==> src/rtl/pbcs_consts.svh <==
// Constants of the management register bank: offsets, bit positions, values.
// Assumes a 5-bit register address as carried by the serial management frame.
`ifndef PBCS_CONSTS_SVH
`define PBCS_CONSTS_SVH
// Register offsets
`define PBCS_REG_BCTRL   5'h00
`define PBCS_REG_BSTAT   5'h01
`define PBCS_REG_IDH     5'h02
`define PBCS_REG_IDL     5'h03
`define PBCS_REG_ADV     5'h04
`define PBCS_REG_PABL    5'h05
`define PBCS_REG_EXPN    5'h06
`define PBCS_REG_NPG     5'h07
`define PBCS_REG_PNPG    5'h08
`define PBCS_REG_MIICTL  5'h14
`define PBCS_REG_RXERC   5'h15
`define PBCS_REG_IRQCS   5'h1b
`define PBCS_REG_VCTL1   5'h1e
`define PBCS_REG_VCTL2   5'h1f
// Basic control bit positions
`define PBCS_B_RST       15
`define PBCS_B_LOOP      14
`define PBCS_B_SPD       13
`define PBCS_B_ANEN      12
`define PBCS_B_PD        11
`define PBCS_B_ISO       10
`define PBCS_B_RSTAN     9
`define PBCS_B_DUP       8
`define PBCS_B_COL       7
`define PBCS_B_TXD       0
// Basic status fixed capability bits and live bit positions
`define PBCS_STAT_CAP    16'h7849
`define PBCS_S_ANC       5
`define PBCS_S_RF        4
`define PBCS_S_LINK      2
`define PBCS_S_JAB       1
// Frame fields
`define PBCS_OP_RD       2'h2
`define PBCS_OP_WR       2'h1
`define PBCS_HDR_LAST    4'hc
`define PBCS_DATA_LAST   4'hf
`endif

==> src/rtl/pbcs_pkg.sv <==
// Types shared by the management register bank modules.
// Assumes the constants header is included by each user.
package pbcs_pkg;
    typedef enum logic [1:0] {
        ms_idle,
        ms_hdr,
        ms_ta,
        ms_data
    } pbcs_mstate_type;
endpackage

==> src/rtl/pbcs_regs.sv <==
// Management register bank of the transceiver: basic control and status.
// Assumes the host runs the two-wire management bus at a fraction of core clock.
// Behaviour
// - Writing one to control bit 15 resets the device; bit self-clears, resets zero.
// - Writing one to bit 9 restarts negotiation; it self-clears.
// - Bit 13 picks 100 or 10 Mbps, ignored while negotiation enabled.
// - Negotiated result overrides speed and duplex bits; negotiation runs only enabled.
// - Speed bit reset value comes from the speed strap.
// - Negotiation enable reset value comes from its strap.
// - Bit 10 isolates the device from the media interface and line.
// - Isolate bit reset value comes from the isolate strap.
// - Bit 7 enables the collision test; resets zero.
// - Bit 0 turns the line transmitter off; resets zero.
// - Status bit 14 reads one and bit 15 reads zero.
// - Power-down via bit 11 keeps management reachable.
`timescale 1ns/1ps
`include "pbcs_consts.svh"
module pbcs_regs
    import pbcs_pkg::*;
#(
    parameter logic [15:0] ID_HIGH = 16'h1234, // Arbitrary value
    parameter logic [15:0] ID_LOW  = 16'h5670  // Arbitrary value
)
(
    // Clock and reset
    input  wire logic       core_clk_in,
    input  wire logic       rst_b_in,
    // Management bus
    input  wire logic       mdc_in,
    input  wire logic       mdio_in,
    output logic            mdio_out,
    output logic            mdio_oe_out,
    input  wire logic [4:0] phy_addr_in,
    // Configuration straps
    input  wire logic       speed_strap_in,
    input  wire logic       negotiation_strap_pin_in,
    input  wire logic       isolate_strap_in,
    input  wire logic       duplex_strap_in,
    // Line and negotiation status
    input  wire logic       link_up_in,
    input  wire logic       an_complete_in,
    input  wire logic       remote_fault_in,
    input  wire logic       jabber_in,
    input  wire logic       an_speed_100_in,
    input  wire logic       an_full_duplex_in,
    // Control to the transceiver
    output logic            soft_reset_out,
    output logic            an_restart_out,
    output logic            an_enable_out,
    output logic            speed_100_out,
    output logic            full_duplex_out,
    output logic            loopback_out,
    output logic            power_down_out,
    output logic            isolate_out,
    output logic            col_test_out,
    output logic            tx_off_out
);
    logic [4:0]  reg_addr;
    logic [15:0] rd_data;
    logic        rd_pulse;
    logic        wr_pulse;
    logic [15:0] wr_data;
    logic        ctrl_wr;
    logic        stat_rd;
    logic        reload;
    logic        strap_load_ff;
    logic        soft_rst_ff;
    logic        restart_ff;
    logic        loopback_ff;
    logic        speed_ff;
    logic        an_en_ff;
    logic        power_down_ff;
    logic        isolate_ff;
    logic        duplex_ff;
    logic        col_test_ff;
    logic        tx_dis_ff;
    logic        link_lat_ff;
    logic        rf_lat_ff;
    logic        jab_lat_ff;
    logic [15:0] ctrl_word;
    logic [15:0] stat_word;

    // Frame engine; never gated by power-down so registers stay reachable
    // management stays alive
    pbcs_mdio_slave u_slave (
        .core_clk_in  (core_clk_in),
        .rst_b_in     (rst_b_in),
        .mdc_in       (mdc_in),
        .mdio_in      (mdio_in),
        .mdio_out     (mdio_out),
        .mdio_oe_out  (mdio_oe_out),
        .phy_addr_in  (phy_addr_in),
        .reg_addr_out (reg_addr),
        .rd_data_in   (rd_data),
        .rd_pulse_out (rd_pulse),
        .wr_pulse_out (wr_pulse),
        .wr_data_out  (wr_data)
    );

    // Access decode
    assign ctrl_wr = wr_pulse && (reg_addr == `PBCS_REG_BCTRL);
    assign stat_rd = rd_pulse && (reg_addr == `PBCS_REG_BSTAT);
    assign reload  = strap_load_ff || soft_rst_ff;

    // Straps are caught on the first edge after release, never in the reset arm
    always_ff @(posedge core_clk_in or negedge rst_b_in) begin
        if (!rst_b_in) begin
            strap_load_ff <= 1'b1;
        end else begin
            strap_load_ff <= 1'b0;
        end
    end

    always_ff @(posedge core_clk_in or negedge rst_b_in) begin
        if (!rst_b_in) begin
            soft_rst_ff <= 1'b0;
        end else begin
            soft_rst_ff <= ctrl_wr && wr_data[`PBCS_B_RST];
        end
    end

    always_ff @(posedge core_clk_in or negedge rst_b_in) begin
        if (!rst_b_in) begin
            restart_ff <= 1'b0;
        end else begin
            restart_ff <= ctrl_wr && !wr_data[`PBCS_B_RST] && wr_data[`PBCS_B_RSTAN];
        end
    end

    // Control bits; a write carrying soft reset drops its other bits,
    // since the reload that follows would overwrite them anyway
    always_ff @(posedge core_clk_in or negedge rst_b_in) begin
        if (!rst_b_in) begin
            loopback_ff   <= 1'b0;
            speed_ff      <= 1'b0;
            an_en_ff      <= 1'b0;
            power_down_ff <= 1'b0;
            isolate_ff    <= 1'b0;
            duplex_ff     <= 1'b0;
            col_test_ff   <= 1'b0;
            tx_dis_ff     <= 1'b0;
        end else if (reload) begin
            loopback_ff   <= 1'b0;
            speed_ff      <= speed_strap_in;
            an_en_ff      <= negotiation_strap_pin_in;
            power_down_ff <= 1'b0;
            isolate_ff    <= isolate_strap_in;
            duplex_ff     <= ~duplex_strap_in;
            col_test_ff   <= 1'b0;
            tx_dis_ff     <= 1'b0;
        end else if (ctrl_wr && !wr_data[`PBCS_B_RST]) begin
            loopback_ff   <= wr_data[`PBCS_B_LOOP];
            speed_ff      <= wr_data[`PBCS_B_SPD];
            an_en_ff      <= wr_data[`PBCS_B_ANEN];
            power_down_ff <= wr_data[`PBCS_B_PD];
            isolate_ff    <= wr_data[`PBCS_B_ISO];
            duplex_ff     <= wr_data[`PBCS_B_DUP];
            col_test_ff   <= wr_data[`PBCS_B_COL];
            tx_dis_ff     <= wr_data[`PBCS_B_TXD];
        end
    end

    // Latched status; a new event in the read cycle beats the clear
    always_ff @(posedge core_clk_in or negedge rst_b_in) begin
        if (!rst_b_in) begin
            link_lat_ff <= 1'b0;
            rf_lat_ff   <= 1'b0;
            jab_lat_ff  <= 1'b0;
        end else if (stat_rd) begin
            link_lat_ff <= link_up_in;
            rf_lat_ff   <= remote_fault_in;
            jab_lat_ff  <= jabber_in;
        end else begin
            link_lat_ff <= link_lat_ff && link_up_in;
            rf_lat_ff   <= rf_lat_ff || remote_fault_in;
            jab_lat_ff  <= jab_lat_ff || jabber_in;
        end
    end

    // Control word as read back; reserved bits read zero
    always_comb begin
        ctrl_word                  = 16'h0000;
        ctrl_word[`PBCS_B_RST]     = soft_rst_ff;
        ctrl_word[`PBCS_B_LOOP]    = loopback_ff;
        ctrl_word[`PBCS_B_SPD]     = speed_ff;
        ctrl_word[`PBCS_B_ANEN]    = an_en_ff;
        ctrl_word[`PBCS_B_PD]      = power_down_ff;
        ctrl_word[`PBCS_B_ISO]     = isolate_ff;
        ctrl_word[`PBCS_B_RSTAN]   = restart_ff;
        ctrl_word[`PBCS_B_DUP]     = duplex_ff;
        ctrl_word[`PBCS_B_COL]     = col_test_ff;
        ctrl_word[`PBCS_B_TXD]     = tx_dis_ff;
    end

    always_comb begin
        stat_word                = `PBCS_STAT_CAP;
        stat_word[`PBCS_S_ANC]   = an_complete_in;
        stat_word[`PBCS_S_RF]    = rf_lat_ff;
        stat_word[`PBCS_S_LINK]  = link_lat_ff;
        stat_word[`PBCS_S_JAB]   = jab_lat_ff;
    end

    // Read mux; registers without modelled fields read zero
    always_comb begin
        unique case (reg_addr)
            `PBCS_REG_BCTRL: rd_data = ctrl_word;
            `PBCS_REG_BSTAT: rd_data = stat_word;
            `PBCS_REG_IDH:   rd_data = ID_HIGH;
            `PBCS_REG_IDL:   rd_data = ID_LOW;
            default:         rd_data = 16'h0000;
        endcase
    end

    // Effective operating mode; negotiation result wins when enabled
    always_ff @(posedge core_clk_in or negedge rst_b_in) begin
        if (!rst_b_in) begin
            speed_100_out   <= 1'b0;
            full_duplex_out <= 1'b0;
            an_enable_out   <= 1'b0;
        end else begin
            speed_100_out   <= an_en_ff ? an_speed_100_in : speed_ff;
            full_duplex_out <= an_en_ff ? an_full_duplex_in : duplex_ff;
            an_enable_out   <= an_en_ff;
        end
    end

    // Mode outputs; isolation and power-down also silence the transmitter
    always_ff @(posedge core_clk_in or negedge rst_b_in) begin
        if (!rst_b_in) begin
            loopback_out   <= 1'b0;
            power_down_out <= 1'b0;
            isolate_out    <= 1'b0;
            col_test_out   <= 1'b0;
            tx_off_out     <= 1'b0;
        end else begin
            loopback_out   <= loopback_ff;
            power_down_out <= power_down_ff;
            isolate_out    <= isolate_ff;
            col_test_out   <= col_test_ff;
            tx_off_out     <= tx_dis_ff || power_down_ff || isolate_ff;
        end
    end

    // Pulses straight from their flops
    assign soft_reset_out = soft_rst_ff;
    assign an_restart_out = restart_ff;

    // Soft reset lasts one cycle then clears
    property p_rst_sc;
        @(posedge core_clk_in) disable iff (!rst_b_in)
        ctrl_wr && wr_data[`PBCS_B_RST] |=> soft_rst_ff ##1 !soft_rst_ff;
    endproperty
    a_rst_sc: assert property (p_rst_sc) else $error("soft reset not self-clearing");

    // Restart pulses once
    property p_restart;
        @(posedge core_clk_in) disable iff (!rst_b_in)
        ctrl_wr && !wr_data[`PBCS_B_RST] && wr_data[`PBCS_B_RSTAN]
        |=> an_restart_out ##1 !an_restart_out;
    endproperty
    a_restart: assert property (p_restart) else $error("restart pulse wrong");

    // Manual speed ignored under negotiation
    property p_speed_ign;
        @(posedge core_clk_in) disable iff (!rst_b_in)
        an_en_ff |=> speed_100_out == $past(an_speed_100_in);
    endproperty
    a_speed_ign: assert property (p_speed_ign) else $error("manual speed used");

    // Manual settings apply only without negotiation
    property p_manual;
        @(posedge core_clk_in) disable iff (!rst_b_in)
        !an_en_ff |=> full_duplex_out == $past(duplex_ff) && !an_enable_out
                      && speed_100_out == $past(speed_ff);
    endproperty
    a_manual: assert property (p_manual) else $error("manual mode wrong");

    // Speed strap reloaded at soft reset
    property p_strap_spd;
        @(posedge core_clk_in) disable iff (!rst_b_in)
        soft_rst_ff |=> speed_ff == $past(speed_strap_in);
    endproperty
    a_strap_spd: assert property (p_strap_spd) else $error("speed strap lost");

    // Negotiation strap reloaded at soft reset
    property p_strap_an;
        @(posedge core_clk_in) disable iff (!rst_b_in)
        soft_rst_ff |=> an_en_ff == $past(negotiation_strap_pin_in);
    endproperty
    a_strap_an: assert property (p_strap_an) else $error("negotiation strap lost");

    // Isolation reaches both outputs
    property p_iso;
        @(posedge core_clk_in) disable iff (!rst_b_in)
        isolate_ff |=> isolate_out && tx_off_out;
    endproperty
    a_iso: assert property (p_iso) else $error("isolation not applied");

    // Isolate strap reloaded at soft reset
    property p_strap_iso;
        @(posedge core_clk_in) disable iff (!rst_b_in)
        soft_rst_ff |=> isolate_ff == $past(isolate_strap_in);
    endproperty
    a_strap_iso: assert property (p_strap_iso) else $error("isolate strap lost");

    // Collision test follows the written bit
    property p_col;
        @(posedge core_clk_in) disable iff (!rst_b_in)
        ctrl_wr && !wr_data[`PBCS_B_RST] |=> col_test_ff == $past(wr_data[`PBCS_B_COL])
                                          ##1 col_test_out == $past(col_test_ff);
    endproperty
    a_col: assert property (p_col) else $error("collision test bit wrong");

    // Transmitter off whenever the disable bit is set
    property p_txd;
        @(posedge core_clk_in) disable iff (!rst_b_in)
        tx_dis_ff |=> tx_off_out;
    endproperty
    a_txd: assert property (p_txd) else $error("transmitter not off");

    // Capability bits on a status read
    property p_cap;
        @(posedge core_clk_in) disable iff (!rst_b_in)
        reg_addr == `PBCS_REG_BSTAT |-> rd_data[15:14] == 2'h1;
    endproperty
    a_cap: assert property (p_cap) else $error("capability bits wrong");

    // Power-down can be left by a write
    property p_pd;
        @(posedge core_clk_in) disable iff (!rst_b_in)
        power_down_ff && ctrl_wr && !wr_data[`PBCS_B_RST] && !wr_data[`PBCS_B_PD]
        |=> !power_down_ff ##1 !power_down_out;
    endproperty
    a_pd: assert property (p_pd) else $error("power-down not left");

    // Duplex reload is the inverse strap
    property p_dup;
        @(posedge core_clk_in) disable iff (!rst_b_in)
        soft_rst_ff |=> duplex_ff == !$past(duplex_strap_in);
    endproperty
    a_dup: assert property (p_dup) else $error("duplex strap wrong");
endmodule

==> src/rtl/pbcs_mdio_slave.sv <==
// Serial management frame engine: decodes read and write frames.
// Assumes mdc and mdio are synchronous to the core clock and far slower.
`timescale 1ns/1ps
`include "pbcs_consts.svh"
module pbcs_mdio_slave
    import pbcs_pkg::*;
(
    // Clock and reset
    input  wire logic        core_clk_in,
    input  wire logic        rst_b_in,
    // Serial pins
    input  wire logic        mdc_in,
    input  wire logic        mdio_in,
    output logic             mdio_out,
    output logic             mdio_oe_out,
    input  wire logic [4:0]  phy_addr_in,
    // Register side
    output logic [4:0]       reg_addr_out,
    input  wire logic [15:0] rd_data_in,
    output logic             rd_pulse_out,
    output logic             wr_pulse_out,
    output logic [15:0]      wr_data_out
);
    pbcs_mstate_type state_ff;
    logic            mdc_q_ff;
    logic [3:0]      cnt_ff;
    logic [15:0]     sh_ff;
    logic            mine_ff;
    logic            is_rd_ff;
    logic            mdc_rise;
    logic [12:0]     hdr;

    assign mdc_rise = mdc_in & ~mdc_q_ff;
    assign hdr = {sh_ff[11:0], mdio_in};

    // Previous clock level for edge finding
    always_ff @(posedge core_clk_in or negedge rst_b_in) begin
        if (!rst_b_in) begin
            mdc_q_ff <= 1'b0;
        end else begin
            mdc_q_ff <= mdc_in;
        end
    end

    // Frame sequencer; preamble is optional since suppression is supported
    always_ff @(posedge core_clk_in or negedge rst_b_in) begin
        if (!rst_b_in) begin
            state_ff     <= ms_idle;
            cnt_ff       <= 4'h0;
            sh_ff        <= 16'h0000;
            mine_ff      <= 1'b0;
            is_rd_ff     <= 1'b0;
            reg_addr_out <= 5'h00;
            mdio_out     <= 1'b0;
            mdio_oe_out  <= 1'b0;
            rd_pulse_out <= 1'b0;
            wr_pulse_out <= 1'b0;
            wr_data_out  <= 16'h0000;
        end else begin
            rd_pulse_out <= 1'b0;
            wr_pulse_out <= 1'b0;
            if (mdc_rise) begin
                unique case (state_ff)
                    ms_idle: begin
                        if (!mdio_in) begin
                            state_ff <= ms_hdr;
                            cnt_ff   <= 4'h0;
                        end
                    end
                    ms_hdr: begin
                        sh_ff  <= {sh_ff[14:0], mdio_in};
                        cnt_ff <= cnt_ff + 4'h1;
                        if (cnt_ff == `PBCS_HDR_LAST) begin
                            // Foreign frames are still walked so data bits cause no false start
                            mine_ff      <= hdr[12] && (hdr[9:5] == phy_addr_in) &&
                                            (hdr[11:10] == `PBCS_OP_RD ||
                                             hdr[11:10] == `PBCS_OP_WR);
                            is_rd_ff     <= (hdr[11:10] == `PBCS_OP_RD);
                            reg_addr_out <= hdr[4:0];
                            state_ff     <= ms_ta;
                            cnt_ff       <= 4'h0;
                        end
                    end
                    ms_ta: begin
                        cnt_ff <= 4'h1;
                        if (cnt_ff == 4'h0) begin
                            mdio_oe_out <= mine_ff && is_rd_ff;
                            mdio_out    <= 1'b0;
                        end else begin
                            state_ff     <= ms_data;
                            cnt_ff       <= 4'h0;
                            sh_ff        <= rd_data_in;
                            mdio_out     <= rd_data_in[15];
                            rd_pulse_out <= mine_ff && is_rd_ff;
                        end
                    end
                    ms_data: begin
                        cnt_ff <= cnt_ff + 4'h1;
                        if (is_rd_ff) begin
                            sh_ff    <= {sh_ff[14:0], 1'b0};
                            mdio_out <= sh_ff[14];
                        end else begin
                            sh_ff <= {sh_ff[14:0], mdio_in};
                        end
                        if (cnt_ff == `PBCS_DATA_LAST) begin
                            state_ff     <= ms_idle;
                            mdio_oe_out  <= 1'b0;
                            mdio_out     <= 1'b0;
                            wr_pulse_out <= mine_ff && !is_rd_ff;
                            wr_data_out  <= {sh_ff[14:0], mdio_in};
                        end
                    end
                endcase
            end
        end
    end
endmodule

==> config.mk <==
export PLATFORM = sky130hd
export DESIGN_NAME = pbcs_regs
export DESIGN_NICKNAME = d
export VERILOG_FILES = /design/src/rtl/pbcs_pkg.sv /design/src/rtl/pbcs_regs.sv /design/src/rtl/pbcs_mdio_slave.sv
export VERILOG_INCLUDE_DIRS = /design/src /design/src/rtl
export SDC_FILE = /design/constraint.sdc
export NUM_CORES = 1
export LEC_CHECK = 0
export BUFFER_PORTS_ARGS = -buffer_cell sky130_fd_sc_hd__buf_2
export CORE_UTILIZATION = 49
export CTS_CLUSTER_DIAMETER = 150
export DETAILED_ROUTE_END_ITERATION = 12
export GPL_TIMING_DRIVEN = 0
export PLACE_DENSITY = 0.8
export SYNTH_ARGS = -nofsm -noshare
export SYNTH_HDL_FRONTEND = slang
export SYNTH_SLANG_ARGS = --single-unit
==> constraint.sdc <==
create_clock -name core_clk_in -period 1.99 [get_ports core_clk_in]
set_input_delay 0.0995 -clock core_clk_in [delete_from_list [all_inputs] [get_ports core_clk_in]]
set_output_delay 0.0995 -clock core_clk_in [all_outputs]
set_load 0.02 [all_outputs]
==> results of run 1 <==
## logic make-up (layout without fill, tap and decap cells)
family / after synthesis / in the layout / synth area share (%)
and+or+nand+nor: 78 / 78 / 14.4
DFF: 65 / 65 / 54.3
AOI/OAI and AO/OA: 64 / 64 / 13.7
muxes: 28 / 28 / 10.1
buffers and inverters: 25 / 85 / 3.51
adders and majority gates: 8 / 8 / 3.34
xor gates and xnor gates: 2 / 2 / 0.584
other: 1 / 1 / 0.125
## where the power goes
part	internal (mW)	switching [mW]	total, mW
Clock	0.831	0.537	1.37
Sequential	1.57	0.245	1.81
Combinational	0.657	0.809	1.47
## state kept, by name, summed over array words and instances (netlist names), 2 cells and up
name / cells
u_slave.reg_addr_out: 5
u_slave.wr_data_out: 10
u_slave.state_ff: 2
u_slave.cnt_ff: 4
u_slave.sh_ff: 15
## cell usage in the layout, fill, tap and decap left out, types with 4 or more instances in the layout
cell type,instances
sky130_fd_sc_hd__a21o_1,5
sky130_fd_sc_hd__a21oi_1,16
sky130_fd_sc_hd__a221oi_2,4
sky130_fd_sc_hd__buf_2,34
sky130_fd_sc_hd__buf_4,5
sky130_fd_sc_hd__clkbuf_8,9
sky130_fd_sc_hd__dfrtp_1,64
sky130_fd_sc_hd__dlygate4sd3_1,10
sky130_fd_sc_hd__ha_1,8
sky130_fd_sc_hd__inv_1,12
sky130_fd_sc_hd__mux2_2,18
sky130_fd_sc_hd__mux2i_1,10
sky130_fd_sc_hd__nand2_1,24
sky130_fd_sc_hd__nand3_1,4
sky130_fd_sc_hd__nor2_1,13
sky130_fd_sc_hd__nor2b_1,6
sky130_fd_sc_hd__nor3_1,8
sky130_fd_sc_hd__o21ai_0,14
sky130_fd_sc_hd__o21ai_1,4
## path summary, 6_finish.rpt
check,end,slack (ns),depth (start not counted)
min in group asynchronous,u_slave.is_rd_ff,0.39,2
max reg2reg,u_slave.sh_ff[7],0.09,8
min,speed_ff,0.02,3
max in group asynchronous,u_slave.sh_ff[1],1.09,2
min reg2reg,loopback_out,0.44,0
max,u_slave.sh_ff[7],0.09,8
## final cells by class
cell class	instances	area, um2	share of cell area [%]
multi-input combinational	181	1320	35.7
tap	75	93.8	2.55
sequential	65	1630	44.2
timing repair buffer	45	294	7.98
inverter	13	48.8	1.32
clock buffer	9	124	3.36
clock inverter	7	119	3.22
buffer	11	62.6	1.70
## worst min-delay path: cells and delay by family
family / cells / cell delay (ns)
AOI/OAI and AO/OA: 1 / 0.11
and+or+nand+nor: 1 / 0.03
buffers and inverters: 1 / 0.08
## metal layers
layer | vias up | GRT usage (%) | part of all wire, %
met2 | 84 | 37.1 | 49
met1 | 1117 | 28.5 | 42
met3 | 16 | 4.55 | 5.5
met4 | 0 | 13.9 | 3.4
met5 | - | 0 | 0
li1 | 1071 | - | -
## repair_timing
action	CTS	global route
hold endpoints to repair	73	0
gates resized for setup	13	9
hold buffers	10	0
buffers inserted	3	2
pin swaps	1	0
setup endpoints to repair	14	15
==> flow_results.org, run 1 <==
** Run
- Max-Cap Viols :: 0

** Logic synthesis
- Unique masters post-synth :: 51
- Fraction of synthesis flops using an asynchronous set or reset pin :: 100%
- The synthesized design contains 0 enable-type register cells.
- In this run, synthesis produced a sequential element count of 65.
- Net count of the mapped netlist :: 298
- Cell type contributing the most total cell area after synthesis :: sky130_fd_sc_hd__dfrtp_1
- Most instantiated flip-flop cell in the synthesis netlist :: sky130_fd_sc_hd__dfrtp_1
- Counting every instance in the synthesized netlist gives 271.
- Of the synthesized area, sequential elements account for 54.3%.
- By count the netlist is led by sky130_fd_sc_hd__dfrtp_1, sky130_fd_sc_hd__nand2_1, sky130_fd_sc_hd__mux2_2, sky130_fd_sc_hd__a21oi_1, sky130_fd_sc_hd__o21ai_0.
- Cell area after synthesis :: 3000 um2
- Dividing the synthesized area by the synthesized cell count gives 11.1 um2.
- Share of the synthesized area in the top cell type :: 53.4%
- For this run, the number of Yosys warnings is 0.
- Top area cells in the synthesized netlist :: sky130_fd_sc_hd__dfrtp_1, sky130_fd_sc_hd__mux2_2, sky130_fd_sc_hd__ha_1
- In the post-synthesis netlist, the cell with the most instances is sky130_fd_sc_hd__dfrtp_1.

** Clock tree
- Clk Latency, worst-skew pair :: 0.35 ns
- Clock tree synthesis inserted a total of 9 buffers.
- CTS clk-pin slew, worst paths :: 0.07 ns
- CTS H-tree depth :: 3
- The tree is rooted in a sky130_fd_sc_hd__clkbuf_8.
- TritonCTS built the clock tree.
- In this run the deepest clock path goes through 2 buffers.
- The tree built by TritonCTS fans out to 65 sinks.

** Finish
- Layout Cell Area excl Fill :: 3690 um2
- Count of inserted antenna diode cells :: 0
- Area growth from synthesis to final layout :: 23.0%
- Final instance count without filler cells :: 406
- Number of filler cells placed in the layout :: 474
- Final standard cell utilization of the core :: 62.3%
- Total Nets Final :: 353
- Layout cell share with drive strength beyond 1 :: 28.1%

** Timing
- The routed design could run at a clock period as short as 1.90 ns.
- The tightest hold path in the finished design has a slack of 0.0171 ns.
- Maximum achievable frequency :: 526 MHz
- Of the available clock period, the critical path in the final layout requires 95.6%.
- For the pin with the worst max-slew slack, the measured transition is 0.802 ns.
- Final Hold Violating Endpoints :: 0
- Worst rel slew slack :: 46.5%
- Final count of negative-setup-slack endpoints :: 0
- Final-layout setup total negative slack :: 0 ns
- In the post-route analysis, the smallest setup slack over all paths is 0.0885 ns.
- RSZ-0062 raised after global routing :: no
- Clock skew on the completed layout was measured at 0.00796 ns.
- Final max-slew violation count :: 0

** Critical path
- For this run, the slowest stage of the critical path takes 0.53 ns.
- Critical-path top delay cell :: sky130_fd_sc_hd__or4b_4
- In this run the worst path has a maximum fanout of 6.
- CP required :: 2.27 ns
- The startpoint identified for the worst register-to-register timing path is u_slave.state_ff[0].
- Type of destination of the critical path :: flip-flop
- Worst setup path startpoint :: u_slave.state_ff[0]
- The critical path in this run is classified as flip-flop to flip-flop.
- Cell type group with the largest total delay on the critical path :: simple AND/OR/NAND/NOR gates
- Launching element type of the critical path :: flip-flop
- The number of buffers and inverters on the critical path is 3.
- Walking the worst path, the cells encountered are inv_2 -> ha_1 -> buf_6 -> or4b_4 -> nor3_4 -> buf_6 -> a22oi_1 -> o21ai_1.
- Data arrives at the worst endpoint at 2.18 ns.
- Counting stages on the worst path, the most repeated cell is sky130_fd_sc_hd__buf_6.

** Power and ir drop
- Dividing total power by cell area gives a power density of 1260 nW/um2.
- Worst ir drop on vdd :: 0.603 mV
- Summing internal, switching and leakage power gives 4.65 mW.
- In this run the static leakage power is 1.79 nW.

** Detailed routing
- Count of TritonRoute iterations in the first routing pass :: 4
- Drc violations :: 0
- The detailed router placed 2288 vias in this run.
- Mean number of vias per cell :: 5.64
- Routed WL :: 6.45 mm
- In this run the remaining antenna-violating nets after routing total 0.
- In this run, the number of DRC markers left after iteration 0 of detailed routing was 202.
- Routed length per instance :: 15.9 um

** Floorplanning
- Once the floorplan was initialized, standard cells occupied 50.6% of the core.
- Floorplan die area :: 6440 um2
- Standard cell core area :: 5920 um2
- Width of the die :: 80.2 um
- Vert. Die Dim :: 80.2 um
- Site row count :: 28
- # IOs :: 31

** Worst hold path
- Beginning of the worst hold path :: speed_strap_in
- The tightest min-delay check is of the input pin to flip-flop type.

** Placed design
- The congestion estimate from routability-driven global placement came to 0.856.
- After detailed placement, the design holds a cell count of 376.
- During placement, the flow inserted port buffers numbering 30.
- Placed Area :: 3240 um2
- Once detailed placement completed, the half-perimeter wirelength came to 4.31 mm.
- Worst slack after detailed placement :: -0.227 ns

** Global route
- The via count of the first global-routing pass is 2314.
- The initial antenna violation count came to 0.
- The first global-routing pass estimated 10.9 mm of wire.
- For this run the aggregate overflow at the end of global routing stands at 0.
- Entering global routing, the biggest net connects 66 pins.
- Tot GR Track Use :: 23.0%

** Run status
- Outcome :: finished, final reports clean
No activity file was read; power rests on OpenSTA's default activity.
==> run 2: changes to the inputs <==
--- a/config.mk
+++ b/config.mk
@@ -6,7 +6,9 @@
 export SDC_FILE = /design/constraint.sdc
 export NUM_CORES = 1
 export LEC_CHECK = 0
+export ABC_AREA = 1
 export BUFFER_PORTS_ARGS = -buffer_cell sky130_fd_sc_hd__buf_2
+export CORE_ASPECT_RATIO = 1.25
 export CORE_UTILIZATION = 49
 export CTS_CLUSTER_DIAMETER = 150
 export DETAILED_ROUTE_END_ITERATION = 12
==> run 2 against run 1 <==
Net effect:
- wire length grew 5.5%
- fmax grew 5.7%
- clock power barely moved
- clock skew up 0.00068 ns
- register-to-register slack gained 0.10 ns
- design area up 0.27%
- non-clock buffer count down 11
- largest power group unchanged
- sequential power barely moved
- global-route usage rose by 0.087 points
- die area grew 3.8%
==> flow_results.org, run 2 <==
** Run status
- The flow ran to the end, and the final reports show no timing, DRC or antenna violations.

** Logic synthesis
- Top area cells in the synthesized netlist :: sky130_fd_sc_hd__dfrtp_1, sky130_fd_sc_hd__nand2_1, sky130_fd_sc_hd__o21ai_0
- The Yosys step of the flow raised 0 warnings.
- Of all flip-flops after synthesis, the portion carrying an async set or reset was 100%.
- Synthesis produced a netlist whose cell count is 367.
- The portion of synthesized area spent on multiplexers is 0%.
- Among all flip-flop cells after synthesis, the most frequent one is sky130_fd_sc_hd__dfrtp_1.
- In this run the cell area of the synthesized design comes to 3110 um2.
- The number of nets handed over by synthesis was 394.
- Of the total synthesized cell area, the portion taken by full adders, half adders and majority gates is 3.22%.
- Most common cell in the netlist :: sky130_fd_sc_hd__nand2_1
- Synthesis inferred 65 register bits.
- Most used standard cells in the synthesized netlist :: sky130_fd_sc_hd__nand2_1, sky130_fd_sc_hd__dfrtp_1, sky130_fd_sc_hd__nor2_1, sky130_fd_sc_hd__o21ai_0, sky130_fd_sc_hd__inv_1
- After synthesis, the largest family of logic cells by area is simple AND/OR/NAND/NOR gates.
- Basic-gate share of the synthesized area counting and, or, nand and nor cells :: 27.0%
- Counting flops with a built-in enable in the synthesized netlist gives 0.
- Of the post-synthesis cell area, the dominant cell type holds 51.4%.
- Cell type contributing the most total cell area after synthesis :: sky130_fd_sc_hd__dfrtp_1
- The synthesized netlist devotes 11.1% of its cell area to compound gates.
- Post-synthesis xor/xnor area fraction :: 0.844%
- Seq/Total Area, Yosys :: 52.3%
- Unique masters post-synth :: 33
- Average cell area after synthesis :: 8.48 um2

** Floorplanning
- # IOs :: 31
- Vert. Die Dim :: 91.1 um
- Standard cell core area :: 6170 um2
- The initialized floorplan defines 32 standard-cell rows.
- The die covers 6680 um2.
- Initial core utilization :: 50.5%
- The floorplan step set the die width to 73.3 um.

** Critical path
- Critical path capture point :: u_slave.sh_ff[12]
- Worst EP arrival :: 2.09 ns
- Worst setup path startpoint :: u_slave.state_ff[0]
- Capturing point of the worst reg2reg path :: u_slave.sh_ff[12]
- The number of cells on the worst reg-to-reg path is 9.
- Of all nets on the critical path, the largest fanout is 9.
- The worst setup path is launched from a flip-flop.
- The startpoint identified for the worst register-to-register timing path is u_slave.state_ff[0].
- The critical path is of the flip-flop to flip-flop type.
- Type of destination of the critical path :: flip-flop
- At the worst endpoint, the required time is 2.28 ns.
- Slack of the worst reg-to-reg path :: 0.19 ns

** Clock tree
- TritonCTS clock tree :: done
- In this run the post-CTS setup repair buffer count came out at 0.
- The H-tree generated during clock tree synthesis spans 3 levels.
- CTS clk-pin slew, worst paths :: 0.07 ns
- Number of resized instances in the post-cts repair step :: 0
- Number of buffers between clock root and the deepest sink :: 2
- Buffer cell driving the clock tree root :: sky130_fd_sc_hd__clkbuf_8
- Counting every sink on the clock net gives 65.
- Clock buffer count from CTS :: 9
- For this design, the CTS-stage hold fixing added 8 buffers.
- The later pin in the worst-skew pair is clocked with a latency of 0.35 ns.

** Global route
- Entering global routing, the biggest net connects 66 pins.
- The initial antenna violation count is 0.
- Across every metal layer, demand over resource in global routing totals 23.1%.
- First-pass GRT wire length :: 11.7 mm
- The via count of the first global-routing pass came to 2577.
- Total congestion overflow :: 0

** Run
- The tool flagged a number of max-cap violations equal to 0.

** Power and ir drop
- The design draws 4.36 mW.
- Worst ir drop on vdd :: 0.500 mV
- Pleak :: 1.81 nW
- Power spread over the standard cell area amounts to 1180 nW/um2.

** Timing
- Skew final :: 0.00865 ns
- At the pin with the least slew margin, the transition time is 0.806 ns.
- Timing would allow up to 556 MHz.
- Time the worst path needs with I/O delays and setup :: 1.80 ns
- The number of hold violations in the final report came to 0.
- Final-layout setup total negative slack :: 0 ns
- Setup repair after global routing left no endpoint under its margin.
- Post-route setup slack :: 0.191 ns
- The final number of max-transition violations is 0.
- Dividing the final minimum period by the clock period gives 90.4%.
- Final count of negative-setup-slack endpoints :: 0
- The worst pin sits at a relative slew slack of 46.3%.

** Detailed routing
- Routed length per instance :: 13.4 um
- Drc violations :: 0
- Using the TritonRoute via totals, the vias-per-cell ratio works out to 5.23.
- Count of TritonRoute iterations in the first routing pass :: 5
- DR iter-0 viols :: 193
- Number of vias in the routed layout :: 2647
- Number of routed nets with antenna violations :: 0
- Routed WL :: 6.80 mm

** Worst hold path
- In this run the worst hold path is classified as input pin to flip-flop.

** Finish
- The register with the most flip-flops in the layout has 15 of them.
- u_slave.sh_ff holds more flip-flops than any other register.
- In the final layout, the share of cells above drive strength 1 is 17.1%.
- Count of inserted antenna diode cells :: 0
- The net count of the finished layout is 443.
- Relative to the synthesized area, the layout overhead comes to 18.7%.
- Leaving out fill and tap cells, the most frequent cells in the layout are sky130_fd_sc_hd__nand2_1, sky130_fd_sc_hd__dfrtp_1, sky130_fd_sc_hd__nor2_1.
- Leaving out fill and tap cells, the most frequent cell in the layout is sky130_fd_sc_hd__nand2_1.
- Largest registers :: u_slave.sh_ff: 15 flops, u_slave.wr_data_out: 10 flops, u_slave.reg_addr_out: 5 flops

** Placed design
- At the placement stage, the worst setup path has a slack of 0.255 ns.
- Dpl hpwl :: 4.76 mm
- Final RePlAce weighted congestion :: 0.880
- Buffers placed on the I/O ports in this run total 30.
-- run 2: report_power, final --
part / total, mW / switching, mW / internal (mW)
Sequential: 1.80 / 0.223 / 1.58
Clock: 1.38 / 0.516 / 0.865
Combinational: 1.18 / 0.751 / 0.430
-- run 2: worst min-delay path by stage --
stage	from	to	slack (ns)	cells past startpoint
6_report	mdio_in	u_slave.wr_data_out[0]	0.03	3
5_1_grt	mdio_in	u_slave.wr_data_out[0]	0.04	3
4_1_cts	mdio_in	u_slave.wr_data_out[0]	0.02	3
3_5_place_dp	mdc_in	u_slave.mdc_q_ff	0.23	1
3_3_place_gp	mdc_in	u_slave.mdc_q_ff	0.22	1
2_1_floorplan	rst_b_in	an_en_ff	-0.20	0
-- run 2: metal layers --
metal / track usage [%] / wire length [um] / vias to the layer above
li1: - / - / 1284
met1: 28.2 / 2840 / 1275
met2: 37.4 / 3460 / 66
met3: 3.55 / 257 / 22
met4: 14.7 / 247 / 0
met5: 0 / 0 / -
-- run 2: final cells by class --
class	count	area [um2]
fillers	582	2470
flip-flops and latches	65	1630
multi-input cells	262	1320
repair buffers	38	233
clock buffers	11	141
inverters	33	124
well taps	85	106
clock inverters	5	103
plain buffers	7	43.8
-- run 2: critical path, stage by stage, from the launching register on --
cell and delay (ns):
sky130_fd_sc_hd__dfrtp_1 0.41, sky130_fd_sc_hd__inv_1 0.13, sky130_fd_sc_hd__ha_1 0.16, sky130_fd_sc_hd__buf_4 0.17, sky130_fd_sc_hd__inv_1 0.14, sky130_fd_sc_hd__nor3_4 0.39, sky130_fd_sc_hd__inv_1 0.14, sky130_fd_sc_hd__nand3_1 0.11
sky130_fd_sc_hd__nand2_1 0.05, sky130_fd_sc_hd__inv_1 0.05
-- run 2: cell families (layout without fill, tap and decap cells) --
group,Yosys count,count (layout)
AND/OR/NAND/NOR,183,183
AO/OA/AOI/OAI,67,67
flip-flops,65,65
buffers and inverters,40,94
adder cells (fa/ha/maj),8,8
XOR/XNOR,3,3
other,1,1
-- run 2: stage by stage --
step	utilization [%]	instances	instance area, um2	hold WS (ns)
5_1_grt	59.9	506	3700	0.0368
2_1_floorplan	-	367	3110	-0.196
3_3_place_gp	54.6	482	3370	0.221
4_1_cts	59.9	506	3700	0.0187
6_report	59.9	506	3700	0.0327
3_5_place_dp	54.7	482	3370	0.227
